===== src/core/recal_pkg.sv =====
// constants, types and register map of the flat-field and gain state controller
// What this block does
// - three recal modes: external, manual, automatic; automatic after reset
// - external mode starts a recal only on host command
// - manual mode starts on command and keeps the shutter closed throughout
// - automatic mode starts at start-up, on time limit or temperature drift
// - host can change the time limit and the temperature-change limit
// - four recal states tracked and reported in the status word
// - after reset: never-run state, factory correction terms in use
// - automatic mode only: pending state a set number of frames before start
// - running state entered on host command or on automatic start
// - default recal lasts 23 frames, 8 of them integrated
// - integrated frames are a power of two, 1 to 128; length follows
// - temperature readings flagged invalid while a recal is running
// - a finished recal moves to the done state by itself
// - wanted flag raised at start-up, on time limit or on temperature drift
// - automatic mode enters pending on the clock after the wanted flag is seen high
// - outside -10 C..+80 C: shutter locked, manual and automatic recals held off (external ones still run), lockout flag set
// - gain modes high, low, automatic; high after reset; fixed modes hold
// - automatic gain goes low when hot pixel share passes its threshold
// - automatic gain goes high when cold pixel share passes its threshold
// - gain criteria use only pixels inside the gain region of interest
// - automatic gain may only be chosen while measurement is enabled
// - log2 of integrated frames reported as its own status word
package recal_pkg;

    localparam int DATA_W = 16;
    localparam int ADDR_W = 4;

    // register offsets
    localparam logic [ADDR_W-1:0] ADDR_CTRL = 4'h0;
    localparam logic [ADDR_W-1:0] ADDR_TIME_LIMIT = 4'h1;
    localparam logic [ADDR_W-1:0] ADDR_TEMP_LIMIT = 4'h2;
    localparam logic [ADDR_W-1:0] ADDR_PEND_FRAMES = 4'h3;
    localparam logic [ADDR_W-1:0] ADDR_LOG2_FRAMES = 4'h4;
    localparam logic [ADDR_W-1:0] ADDR_HL_TEMP = 4'h5;
    localparam logic [ADDR_W-1:0] ADDR_HL_POP = 4'h6;
    localparam logic [ADDR_W-1:0] ADDR_LH_TEMP = 4'h7;
    localparam logic [ADDR_W-1:0] ADDR_LH_POP = 4'h8;
    localparam logic [ADDR_W-1:0] ADDR_ROI_TOP = 4'h9;
    localparam logic [ADDR_W-1:0] ADDR_ROI_LEFT = 4'hA;
    localparam logic [ADDR_W-1:0] ADDR_ROI_BOTTOM = 4'hB;
    localparam logic [ADDR_W-1:0] ADDR_ROI_RIGHT = 4'hC;
    localparam logic [ADDR_W-1:0] ADDR_CMD = 4'hD;
    localparam logic [ADDR_W-1:0] ADDR_STATUS = 4'hE;

    // control word field positions
    localparam int CTRL_RMODE_LSB = 0;
    localparam int CTRL_GMODE_LSB = 2;
    localparam int CTRL_MEAS_BIT = 4;
    localparam int CMD_START_BIT = 0;

    // status word field positions
    localparam int STAT_STATE_LSB = 0;
    localparam int STAT_WANTED_BIT = 2;
    localparam int STAT_LOCK_BIT = 3;
    localparam int STAT_HIGH_BIT = 4;
    localparam int STAT_VALID_BIT = 5;
    localparam int STAT_FACTORY_BIT = 6;
    localparam int STAT_SHUT_BIT = 7;

    // mode encodings
    localparam logic [1:0] RM_EXTERNAL = 2'h0;
    localparam logic [1:0] RM_MANUAL = 2'h1;
    localparam logic [1:0] RM_AUTO = 2'h2;
    localparam logic [1:0] GM_HIGH = 2'h0;
    localparam logic [1:0] GM_LOW = 2'h1;
    localparam logic [1:0] GM_AUTO = 2'h2;

    // reset values
    localparam logic [1:0] RST_RMODE = RM_AUTO;
    localparam logic [1:0] RST_GMODE = GM_HIGH;
    localparam logic [15:0] RST_TIME_LIMIT_S = 16'h00B4;
    localparam logic [15:0] RST_TEMP_LIMIT_CK = 16'h0096;
    localparam logic [15:0] RST_PEND_FRAMES = 16'h0034;
    localparam logic [2:0] RST_LOG2_FRAMES = 3'h3;
    localparam logic [15:0] RST_HL_TEMP_CK = 16'h91C3;
    localparam logic [15:0] RST_HL_POP_PCT = 16'h0014;
    localparam logic [15:0] RST_LH_TEMP_CK = 16'h8E8B;
    localparam logic [15:0] RST_LH_POP_PCT = 16'h005A;
    localparam logic [15:0] RST_ROI_TOP = 16'h0000;
    localparam logic [15:0] RST_ROI_LEFT = 16'h0000;
    localparam logic [15:0] RST_ROI_BOTTOM = 16'h003B;
    localparam logic [15:0] RST_ROI_RIGHT = 16'h004F;

    // timing: recal overhead frames and the one-second tick
    localparam logic [8:0] RECAL_OVERHEAD_FRAMES = 9'h00F;
    localparam longint CLOCK_HZ = 100000000;
    localparam longint TICK_S = 1;
    localparam longint CYCLES_PER_S = CLOCK_HZ * TICK_S;

    // shutter lockout window in kelvin x 100
    localparam logic [15:0] LOCK_LOW_CK = 16'h66CB;
    localparam logic [15:0] LOCK_HIGH_CK = 16'h89F3;
    localparam logic [15:0] PCT_FULL = 16'h0064;

    typedef enum logic [1:0] {
        ST_NEVER_RUN,
        ST_PENDING,
        ST_RUNNING,
        ST_DONE
    } recal_state_t;

    // one pixel of temperature data with its position
    typedef struct packed {
        logic valid;
        logic [6:0] col;
        logic [5:0] row;
        logic [15:0] temp_ck;
    } pix_t;

    // outward status of the block
    typedef struct packed {
        recal_state_t state;
        logic wanted;
        logic lockout;
        logic shutter_close;
        logic integrate;
        logic meas_valid;
        logic factory_terms;
        logic high_gain;
        logic [15:0] log2_frames;
    } recal_status_t;

endpackage


===== src/core/flat_field_and_gain_state_control.sv =====
// flat-field recal sequencer and gain state selector
//
// Implementation choices: the plain strobed port and the register addresses.
`timescale 1ns/100ps
module flat_field_and_gain_state_control #(
    parameter longint CYCLES_PER_SEC = recal_pkg::CYCLES_PER_S
) (
    input wire logic ref_clk_i,
    input wire logic srst_i,
    input wire logic [recal_pkg::ADDR_W-1:0] addr_i,
    input wire logic [recal_pkg::DATA_W-1:0] wdata_i,
    input wire logic wr_i,
    input wire logic rd_i,
    output logic [recal_pkg::DATA_W-1:0] rdata_o,
    input wire logic frame_start_i,
    input wire logic [15:0] sensor_temp_ck_i,
    input wire recal_pkg::pix_t pix_i,
    output recal_pkg::recal_status_t status_o
);
    import recal_pkg::*;

    typedef struct packed {
        logic [1:0] rmode;
        logic [1:0] gmode;
        logic meas_en;
        logic [15:0] time_limit;
        logic [15:0] temp_limit;
        logic [15:0] pend_frames;
        logic [2:0] log2_frames;
        logic [15:0] hl_temp;
        logic [15:0] hl_pop;
        logic [15:0] lh_temp;
        logic [15:0] lh_pop;
        logic [15:0] roi_top;
        logic [15:0] roi_left;
        logic [15:0] roi_bottom;
        logic [15:0] roi_right;
        recal_state_t state;
        logic startup;
        logic shut_hold;
        logic [15:0] pend_cnt;
        logic [8:0] run_cnt;
        logic [31:0] tick_cnt;
        logic [15:0] elapsed_s;
        logic [15:0] ref_temp;
        logic factory;
        logic high_gain;
        logic lockout;
        logic [12:0] roi_total;
        logic [12:0] roi_hot;
        logic [12:0] roi_cold;
        logic [15:0] rdata;
    } state_t;

    state_t cur;
    state_t next_cur;

    // pixel lies inside the gain region, bounds inclusive
    function automatic logic in_roi(input pix_t p, input state_t s);
        in_roi = ({9'h000, p.col} >= s.roi_left) && ({9'h000, p.col} <= s.roi_right) &&
                 ({10'h000, p.row} >= s.roi_top) && ({10'h000, p.row} <= s.roi_bottom);
    endfunction

    // share test: count/total > pct/100, done by cross multiplication
    function automatic logic share_over(input logic [12:0] cnt, input logic [12:0] total,
                                        input logic [15:0] pct);
        logic [31:0] lhs;
        logic [31:0] rhs;
        lhs = {19'h0_0000, cnt} * {16'h0000, PCT_FULL};
        rhs = {19'h0_0000, total} * {16'h0000, pct};
        share_over = (total != 13'h0000) && (lhs > rhs);
    endfunction

    logic [16:0] temp_diff;
    logic [15:0] temp_drift;
    logic time_over;
    logic drift_over;
    logic wanted;
    logic start_cmd;
    logic cmd_accept;
    logic [8:0] run_total;
    logic tick;
    logic [1:0] wr_rmode;
    logic [1:0] wr_gmode;
    logic wr_meas;

    // drift magnitude against the temperature captured at the last recal
    always_comb begin
        temp_diff = {1'b0, sensor_temp_ck_i} - {1'b0, cur.ref_temp};
        if (temp_diff[16]) begin
            temp_drift = 16'(~temp_diff + 17'h0_0001);
        end else begin
            temp_drift = temp_diff[15:0];
        end
    end

    assign time_over = cur.elapsed_s > cur.time_limit;
    assign drift_over = temp_drift > cur.temp_limit;
    // the wanted flag is level driven, so a new cause is never lost to a clear
    assign wanted = cur.startup || time_over || drift_over;
    assign tick = cur.tick_cnt == 32'(CYCLES_PER_SEC - 1);
    assign start_cmd = wr_i && (addr_i == ADDR_CMD) && wdata_i[CMD_START_BIT];
    // external mode never uses the shutter, so lockout does not refuse it
    assign cmd_accept = start_cmd && (cur.state != ST_RUNNING) &&
                        ((cur.rmode == RM_EXTERNAL) || !cur.lockout);
    assign run_total = RECAL_OVERHEAD_FRAMES + (9'h001 << cur.log2_frames);
    assign wr_rmode = wdata_i[CTRL_RMODE_LSB +: 2];
    assign wr_gmode = wdata_i[CTRL_GMODE_LSB +: 2];
    assign wr_meas = wdata_i[CTRL_MEAS_BIT];

    // all next-state logic of the block
    always_comb begin
        next_cur = cur;
        next_cur.rdata = 16'h0000;

        // shutter lockout is sampled every cycle from the sensor reading
        next_cur.lockout = (sensor_temp_ck_i < LOCK_LOW_CK) ||
                           (sensor_temp_ck_i > LOCK_HIGH_CK);

        // one-second tick drives the elapsed-time count, saturating
        if (tick) begin
            next_cur.tick_cnt = 32'h0000_0000;
            if (cur.elapsed_s != 16'hFFFF) begin
                next_cur.elapsed_s = cur.elapsed_s + 16'h0001;
            end
        end else begin
            next_cur.tick_cnt = cur.tick_cnt + 32'h0000_0001;
        end

        // register writes; invalid mode codes leave the old mode in place
        if (wr_i) begin
            case (addr_i)
                ADDR_CTRL: begin
                    next_cur.meas_en = wr_meas;
                    if (wr_rmode != 2'h3) begin
                        next_cur.rmode = wr_rmode;
                    end
                    if ((wr_gmode == GM_HIGH) || (wr_gmode == GM_LOW) ||
                        ((wr_gmode == GM_AUTO) && wr_meas)) begin
                        next_cur.gmode = wr_gmode;
                    end
                end
                ADDR_TIME_LIMIT: next_cur.time_limit = wdata_i;
                ADDR_TEMP_LIMIT: next_cur.temp_limit = wdata_i;
                ADDR_PEND_FRAMES: next_cur.pend_frames = wdata_i;
                ADDR_LOG2_FRAMES: begin
                    // length is only changed between recals so a run keeps its count
                    if (cur.state != ST_RUNNING) begin
                        next_cur.log2_frames = wdata_i[2:0];
                    end
                end
                ADDR_HL_TEMP: next_cur.hl_temp = wdata_i;
                ADDR_HL_POP: next_cur.hl_pop = wdata_i;
                ADDR_LH_TEMP: next_cur.lh_temp = wdata_i;
                ADDR_LH_POP: next_cur.lh_pop = wdata_i;
                ADDR_ROI_TOP: next_cur.roi_top = wdata_i;
                ADDR_ROI_LEFT: next_cur.roi_left = wdata_i;
                ADDR_ROI_BOTTOM: next_cur.roi_bottom = wdata_i;
                ADDR_ROI_RIGHT: next_cur.roi_right = wdata_i;
                default: begin
                end
            endcase
        end

        // automatic gain falls back to high if measurement is switched off
        if ((cur.gmode == GM_AUTO) && !cur.meas_en) begin
            next_cur.gmode = GM_HIGH;
        end

        // recal progress machine
        case (cur.state)
            ST_NEVER_RUN, ST_DONE: begin
                if (cmd_accept) begin
                    next_cur.state = ST_RUNNING;
                    next_cur.run_cnt = 9'h000;
                    next_cur.shut_hold = cur.rmode != RM_EXTERNAL;
                end else if ((cur.rmode == RM_AUTO) && wanted && !cur.lockout) begin
                    next_cur.state = ST_PENDING;
                    next_cur.pend_cnt = cur.pend_frames;
                end
            end
            ST_PENDING: begin
                // leaving auto mode abandons the warning without a recal
                if (cmd_accept) begin
                    next_cur.state = ST_RUNNING;
                    next_cur.run_cnt = 9'h000;
                    next_cur.shut_hold = cur.rmode != RM_EXTERNAL;
                end else if (cur.rmode != RM_AUTO) begin
                    next_cur.state = cur.factory ? ST_NEVER_RUN : ST_DONE;
                end else if (cur.pend_cnt == 16'h0000) begin
                    if (!cur.lockout) begin
                        next_cur.state = ST_RUNNING;
                        next_cur.run_cnt = 9'h000;
                        next_cur.shut_hold = 1'b1;
                    end
                end else if (frame_start_i) begin
                    next_cur.pend_cnt = cur.pend_frames == 16'h0000 ? 16'h0000 :
                                        cur.pend_cnt - 16'h0001;
                end
            end
            ST_RUNNING: begin
                if (frame_start_i) begin
                    if (cur.run_cnt == run_total - 9'h001) begin
                        next_cur.state = ST_DONE;
                        next_cur.factory = 1'b0;
                        next_cur.startup = 1'b0;
                        next_cur.elapsed_s = 16'h0000;
                        next_cur.tick_cnt = 32'h0000_0000;
                        next_cur.ref_temp = sensor_temp_ck_i;
                        next_cur.shut_hold = 1'b0;
                    end else begin
                        next_cur.run_cnt = cur.run_cnt + 9'h001;
                    end
                end
            end
            default: begin
                next_cur.state = ST_NEVER_RUN;
            end
        endcase

        // region statistics close at each frame start and feed the gain choice
        if (frame_start_i) begin
            case (cur.gmode)
                GM_HIGH: next_cur.high_gain = 1'b1;
                GM_LOW: next_cur.high_gain = 1'b0;
                GM_AUTO: begin
                    if (cur.high_gain && share_over(cur.roi_hot, cur.roi_total,
                                                    cur.hl_pop)) begin
                        next_cur.high_gain = 1'b0;
                    end else if (!cur.high_gain && share_over(cur.roi_cold,
                                                              cur.roi_total, cur.lh_pop)) begin
                        next_cur.high_gain = 1'b1;
                    end
                end
                default: next_cur.high_gain = 1'b1;
            endcase
            next_cur.roi_total = 13'h0000;
            next_cur.roi_hot = 13'h0000;
            next_cur.roi_cold = 13'h0000;
        end else if (pix_i.valid && in_roi(pix_i, cur)) begin
            // counters saturate; a full sensor frame never reaches the top
            if (cur.roi_total != 13'h1FFF) begin
                next_cur.roi_total = cur.roi_total + 13'h0001;
            end
            if ((pix_i.temp_ck > cur.hl_temp) && (cur.roi_hot != 13'h1FFF)) begin
                next_cur.roi_hot = cur.roi_hot + 13'h0001;
            end
            if ((pix_i.temp_ck < cur.lh_temp) && (cur.roi_cold != 13'h1FFF)) begin
                next_cur.roi_cold = cur.roi_cold + 13'h0001;
            end
        end

        // read data stands one cycle after the strobe; unmapped reads give zero
        if (rd_i) begin
            case (addr_i)
                ADDR_CTRL: begin
                    next_cur.rdata[CTRL_RMODE_LSB +: 2] = cur.rmode;
                    next_cur.rdata[CTRL_GMODE_LSB +: 2] = cur.gmode;
                    next_cur.rdata[CTRL_MEAS_BIT] = cur.meas_en;
                end
                ADDR_TIME_LIMIT: next_cur.rdata = cur.time_limit;
                ADDR_TEMP_LIMIT: next_cur.rdata = cur.temp_limit;
                ADDR_PEND_FRAMES: next_cur.rdata = cur.pend_frames;
                ADDR_LOG2_FRAMES: next_cur.rdata = {13'h0000, cur.log2_frames};
                ADDR_HL_TEMP: next_cur.rdata = cur.hl_temp;
                ADDR_HL_POP: next_cur.rdata = cur.hl_pop;
                ADDR_LH_TEMP: next_cur.rdata = cur.lh_temp;
                ADDR_LH_POP: next_cur.rdata = cur.lh_pop;
                ADDR_ROI_TOP: next_cur.rdata = cur.roi_top;
                ADDR_ROI_LEFT: next_cur.rdata = cur.roi_left;
                ADDR_ROI_BOTTOM: next_cur.rdata = cur.roi_bottom;
                ADDR_ROI_RIGHT: next_cur.rdata = cur.roi_right;
                ADDR_STATUS: begin
                    next_cur.rdata[STAT_STATE_LSB +: 2] = cur.state;
                    next_cur.rdata[STAT_WANTED_BIT] = wanted;
                    next_cur.rdata[STAT_LOCK_BIT] = cur.lockout;
                    next_cur.rdata[STAT_HIGH_BIT] = cur.high_gain;
                    next_cur.rdata[STAT_VALID_BIT] = cur.state != ST_RUNNING;
                    next_cur.rdata[STAT_FACTORY_BIT] = cur.factory;
                    next_cur.rdata[STAT_SHUT_BIT] = cur.shut_hold &&
                                                    (cur.state == ST_RUNNING);
                end
                default: next_cur.rdata = 16'h0000;
            endcase
        end

        // synchronous reset overrides everything
        if (srst_i) begin
            next_cur = '0;
            next_cur.rmode = RST_RMODE;
            next_cur.gmode = RST_GMODE;
            next_cur.time_limit = RST_TIME_LIMIT_S;
            next_cur.temp_limit = RST_TEMP_LIMIT_CK;
            next_cur.pend_frames = RST_PEND_FRAMES;
            next_cur.log2_frames = RST_LOG2_FRAMES;
            next_cur.hl_temp = RST_HL_TEMP_CK;
            next_cur.hl_pop = RST_HL_POP_PCT;
            next_cur.lh_temp = RST_LH_TEMP_CK;
            next_cur.lh_pop = RST_LH_POP_PCT;
            next_cur.roi_top = RST_ROI_TOP;
            next_cur.roi_left = RST_ROI_LEFT;
            next_cur.roi_bottom = RST_ROI_BOTTOM;
            next_cur.roi_right = RST_ROI_RIGHT;
            next_cur.state = ST_NEVER_RUN;
            next_cur.startup = 1'b1;
            next_cur.factory = 1'b1;
            next_cur.high_gain = 1'b1;
        end
    end

    // single state register
    always_ff @(posedge ref_clk_i) begin
        cur <= next_cur;
    end

    // outputs straight from state, except wanted, which also follows the live sensor reading; meas_valid drops while running
    assign rdata_o = cur.rdata;
    assign status_o.state = cur.state;
    assign status_o.wanted = wanted;
    assign status_o.lockout = cur.lockout;
    assign status_o.shutter_close = cur.shut_hold && (cur.state == ST_RUNNING);
    assign status_o.integrate = (cur.state == ST_RUNNING) &&
                                (cur.run_cnt >= RECAL_OVERHEAD_FRAMES);
    assign status_o.meas_valid = cur.state != ST_RUNNING;
    assign status_o.factory_terms = cur.factory;
    assign status_o.high_gain = cur.high_gain;
    assign status_o.log2_frames = {13'h0000, cur.log2_frames};

endmodule


===== config.mk =====
export PLATFORM = sky130hd
export DESIGN_NAME = flat_field_and_gain_state_control
export DESIGN_NICKNAME = d
export VERILOG_FILES = /design/src/core/recal_pkg.sv /design/src/core/flat_field_and_gain_state_control.sv
export SDC_FILE = /design/constraint.sdc
export NUM_CORES = 2
export LEC_CHECK = 0
export ABC_AREA = 1
export BUFFER_PORTS_ARGS = -buffer_cell sky130_fd_sc_hd__buf_4
export CAP_MARGIN = 20
export CORE_MARGIN = 2
export CORE_UTILIZATION = 59
export CTS_CLUSTER_SIZE = 8
export DETAILED_ROUTE_END_ITERATION = 8
export PLACE_DENSITY_LB_ADDON = 0.2
export REMOVE_ABC_BUFFERS = 1
export SYNTH_ARGS = -nofsm -noshare
export SYNTH_HDL_FRONTEND = slang
export SYNTH_SLANG_ARGS = --single-unit

===== constraint.sdc =====
create_clock -name ref_clk_i -period 6.29 [get_ports ref_clk_i]
set_clock_uncertainty 0.1 [all_clocks]
set_input_delay 1.258 -clock ref_clk_i [delete_from_list [all_inputs] [get_ports ref_clk_i]]
set_output_delay 1.258 -clock ref_clk_i [all_outputs]
set_load 0.1 [all_outputs]

==> flow_summary.ini <==
[floorplanning]
die_h_um = 254
start_util_pct = 59.7
die_area_um2 = 64600
core_um2 = 61800
io_pins = 112
rows = 91
die_w_um = 254

[synthesis]
synth_ff_type = dfxtp_1
syn-cell-area_um2 = 36900
yosys.area.top_type_share_pct = 18.1
synth_top_area_cell = dfxtp_1
synth_edf_count = 0
yosys_warnings = 0
ys_seq_area_share_pct = 18.1
ys_ff_latch = 334
synth.avg_cell_area_um2 = 7.07
syn_inst = 5221
synthArstFlopShare_pct = 0
ys_types = 58
synth.top_cells.by_area = dfxtp_1, fa_1, ha_1

[worst_setup_path]
slowest_stage = fa_1
endpoint = status_o[16]
cp.arrival_ps = 6590
reg2reg_to = status_o[16]
regToRegSetupSlack_ps = 40
crit_top_cell = nand2_1
critPathCaptureType = flip-flop
max_stage_delay_ps = 560
start_kind = flip-flop
critical_path.startpoint = cur[249]
ff2ff_path_depth = 29
crit_fanout = 7
reg2reg_from = cur[249]
worstPathRequired_ps = 6630
crit_type = reg2reg

[clock_tree]
clkSinkCount = 334
cts_htree_levels = 2
cts_hold_repair.buffers = 0
insertion_delay_ps = 590
cts-root-buf = clkbuf_16
cts_buffer_depth = 3
cts_tree = done
path_clk_slew_ps = 60
cts_buffers = 48

[pwr]
p_int_mw = 4.01
sw_frac_of_total_pct = 33.3
ir_drop_v = 0.000402
cellPowerDensity_nw_per_um2 = 144
p_leak_nw = 21.8
clkPwrFrac_pct = 39.1
seqPwrFrac_pct = 37.9
combPwrFrac_pct = 23.1
netSwitchingPower_mw = 2.00

[global_routing]
grt_first_pass_wirelength_um = 166000
antenna_found_initial = 0
grt_pass1_vias = 32600
grt_overflow = 0
grt_max_degree = 203
gr-usage-all-layers_pct = 32.0

[finish]
diodes = 0
syn2layout_area_growth_pct = 12.8
drive_gt1_share_pct = 10.4
final_cell_count_no_fill = 6227
fin_nets = 6167

[min_path]
hp-class = reg2reg

[placement]
place_inst = 6152
numPortBuffers = 98
gp_congestion = 0.992
dp_hpwl_um = 81600

[run_status]
status = complete, no violations

[timing]
maxSlewViolCount = 0
holdWs_ps = 346
period_needed_ps = 6250
worst_pin_slew_ps = 984
grt_setup_unrepaired = true
setup_viol = 0
final-hold-violation-count = 0
fin_crit_sh_pct = 99.4
max_freq_ghz = 0.160
timing.max_slew.rel_slack_pct = 34.1

[run]
cap_violations = 0

[detailed_routing]
wl_per_cell_um = 16.6
drc = 0
ant_nets = 0
vias_per_cell = 5.46
first_iter_violations = 2875
routed_wirelength_um = 104000
vias = 34000
first_pass_iters = 8
==> metrics by stage <==
stage	power, mW	TNS, ps	worst slack (ps)	area (um^2)	util, %
6_report	6.02	0	38.2	41700	67.4
5_1_grt	6.27	-321	-251	41700	67.4
4_1_cts	5.99	0	1.22	40800	66.0
3_5_place_dp	3.65	-175	-160	39400	63.8
3_3_place_gp	3.63	-47.3	-47.3	39400	63.8
2_1_floorplan	3.25	-4520	-385	35900	-
==> sequential cells by signal, summed over array words and instances (netlist names) <==
| register | flops |
|---|---|
| status_o | 8 |
| rdata_o | 16 |
| cur | 310 |
==> how the worst min path moves through the flow <==
stage	start	slack, ps	depth (start not counted)	end
2_1_floorplan	cur[90]	320	1	cur[90]
3_3_place_gp	cur[90]	330	1	cur[90]
3_5_place_dp	cur[90]	340	1	cur[90]
4_1_cts	cur[90]	350	1	cur[90]
5_1_grt	cur[90]	380	1	cur[90]
6_report	cur[90]	350	1	cur[90]
==> repair_timing <==
action	CTS	global route
hold endpoints to repair	0	0
gates cloned	0	2
resized for setup	25	170
pin swaps	3	52
endpoints found under the setup margin	2	2
setup buffers	1	17
==> per-layer routing <==
| metal | GRT usage [%] | wire [um] | vias to the layer above |
|---|---|---|---|
| met3 | 3.91 | 7510 | 262 |
| met5 | 0 | 0 | - |
| met1 | 41.8 | 43000 | 15800 |
| li1 | - | - | 16600 |
| met4 | 12.5 | 4190 | 0 |
| met2 | 54.3 | 48900 | 1309 |
==> synthesized netlist by cell type (6+ instances only) <==
| library cell | count |
|---|---|
| inv_1 | 1202 |
| nand2_1 | 1051 |
| ha_1 | 385 |
| a21oi_1 | 373 |
| nor2_1 | 335 |
| dfxtp_1 | 334 |
| fa_1 | 325 |
| o21ai_0 | 235 |
| clkbuf_1 | 161 |
| nand3_1 | 144 |
| xor2_1 | 113 |
| nand4_1 | 98 |
| nor3_1 | 60 |
| o22ai_1 | 52 |
| xnor2_1 | 44 |
| buf_4 | 40 |
| o211ai_1 | 32 |
| a221oi_1 | 30 |
| nor4_1 | 25 |
| a211oi_1 | 14 |
| a31oi_1 | 14 |
| buf_1 | 14 |
| buf_2 | 12 |
| nor2_2 | 12 |
| nand3b_1 | 11 |
| o21bai_1 | 10 |
| o21a_1 | 9 |
| or2_2 | 9 |
| a21o_1 | 8 |
| a22oi_1 | 8 |
| clkinv_1 | 6 |
==> cell families after synthesis <==
logic type | after synthesis | synth area share [%]
AOI/OAI and AO/OA | 815 | 12.4
xor gates and xnor gates | 157 | 3.72
adders and majority gates | 710 | 30.7
buffers and inverters | 1439 | 15.1
DFF | 334 | 18.1
other | 1 | 0.0102
and+or+nand+nor | 1765 | 20.0
==> critical path: cells and delay by family, from the launching register on <==
family | cells | cell delay [ps]
flip-flops | 1 | 510
XOR/XNOR | 1 | 200
AO/OA/AOI/OAI | 4 | 640
AND/OR/NAND/NOR | 14 | 1270
buffers and inverters | 3 | 210
adder cells (fa/ha/maj) | 7 | 3180
==> area by class of cell <==
cell class / count / area [um^2]
timing repair buffer: 332 / 2740
multi-input combinational: 3460 / 25300
inverter: 1210 / 4540
clock inverter: 4 / 60.1
tap: 837 / 1050
sequential: 334 / 6730
clock buffer: 50 / 1230
fill: 5382 / 20200
==> power by group through the flow <==
stage	clock (mW)	combinational, mW	sequential (mW)
global route	2.46	1.53	2.28
global placement	0	1.32	2.32
floorplan	0	0.876	2.37
finish	2.35	1.39	2.28
detailed placement	0	1.34	2.32
CTS	2.37	1.34	2.28
==> cells in the final DEF, fill, tap and decap left out, types with 7 or more instances in the layout <==
cell / instances
a22oi_1: 8
o211ai_1: 32
buf_6: 8
dfxtp_1: 303
ha_1: 366
a211oi_1: 14
o21ai_1: 9
clkbuf_16: 48
xnor2_1: 40
nor3_1: 55
ha_4: 17
a21oi_2: 20
inv_2: 7
a21oi_1: 352
nand4_1: 98
nand3b_1: 11
o21a_1: 9
buf_4: 306
a21o_1: 8
o22ai_1: 52
conb_1: 13
nor4_1: 23
nand2_2: 21
buf_12: 11
nand2_1: 1031
nor2_1: 320
dfxtp_2: 28
xor2_1: 109
or2_2: 9
nor2_2: 25
nand3_1: 141
o21ai_0: 226
a221oi_1: 30
inv_1: 1196
fa_1: 323
a31oi_1: 13
o21bai_1: 9
Note: power is estimated with default switching activity, not from simulation.
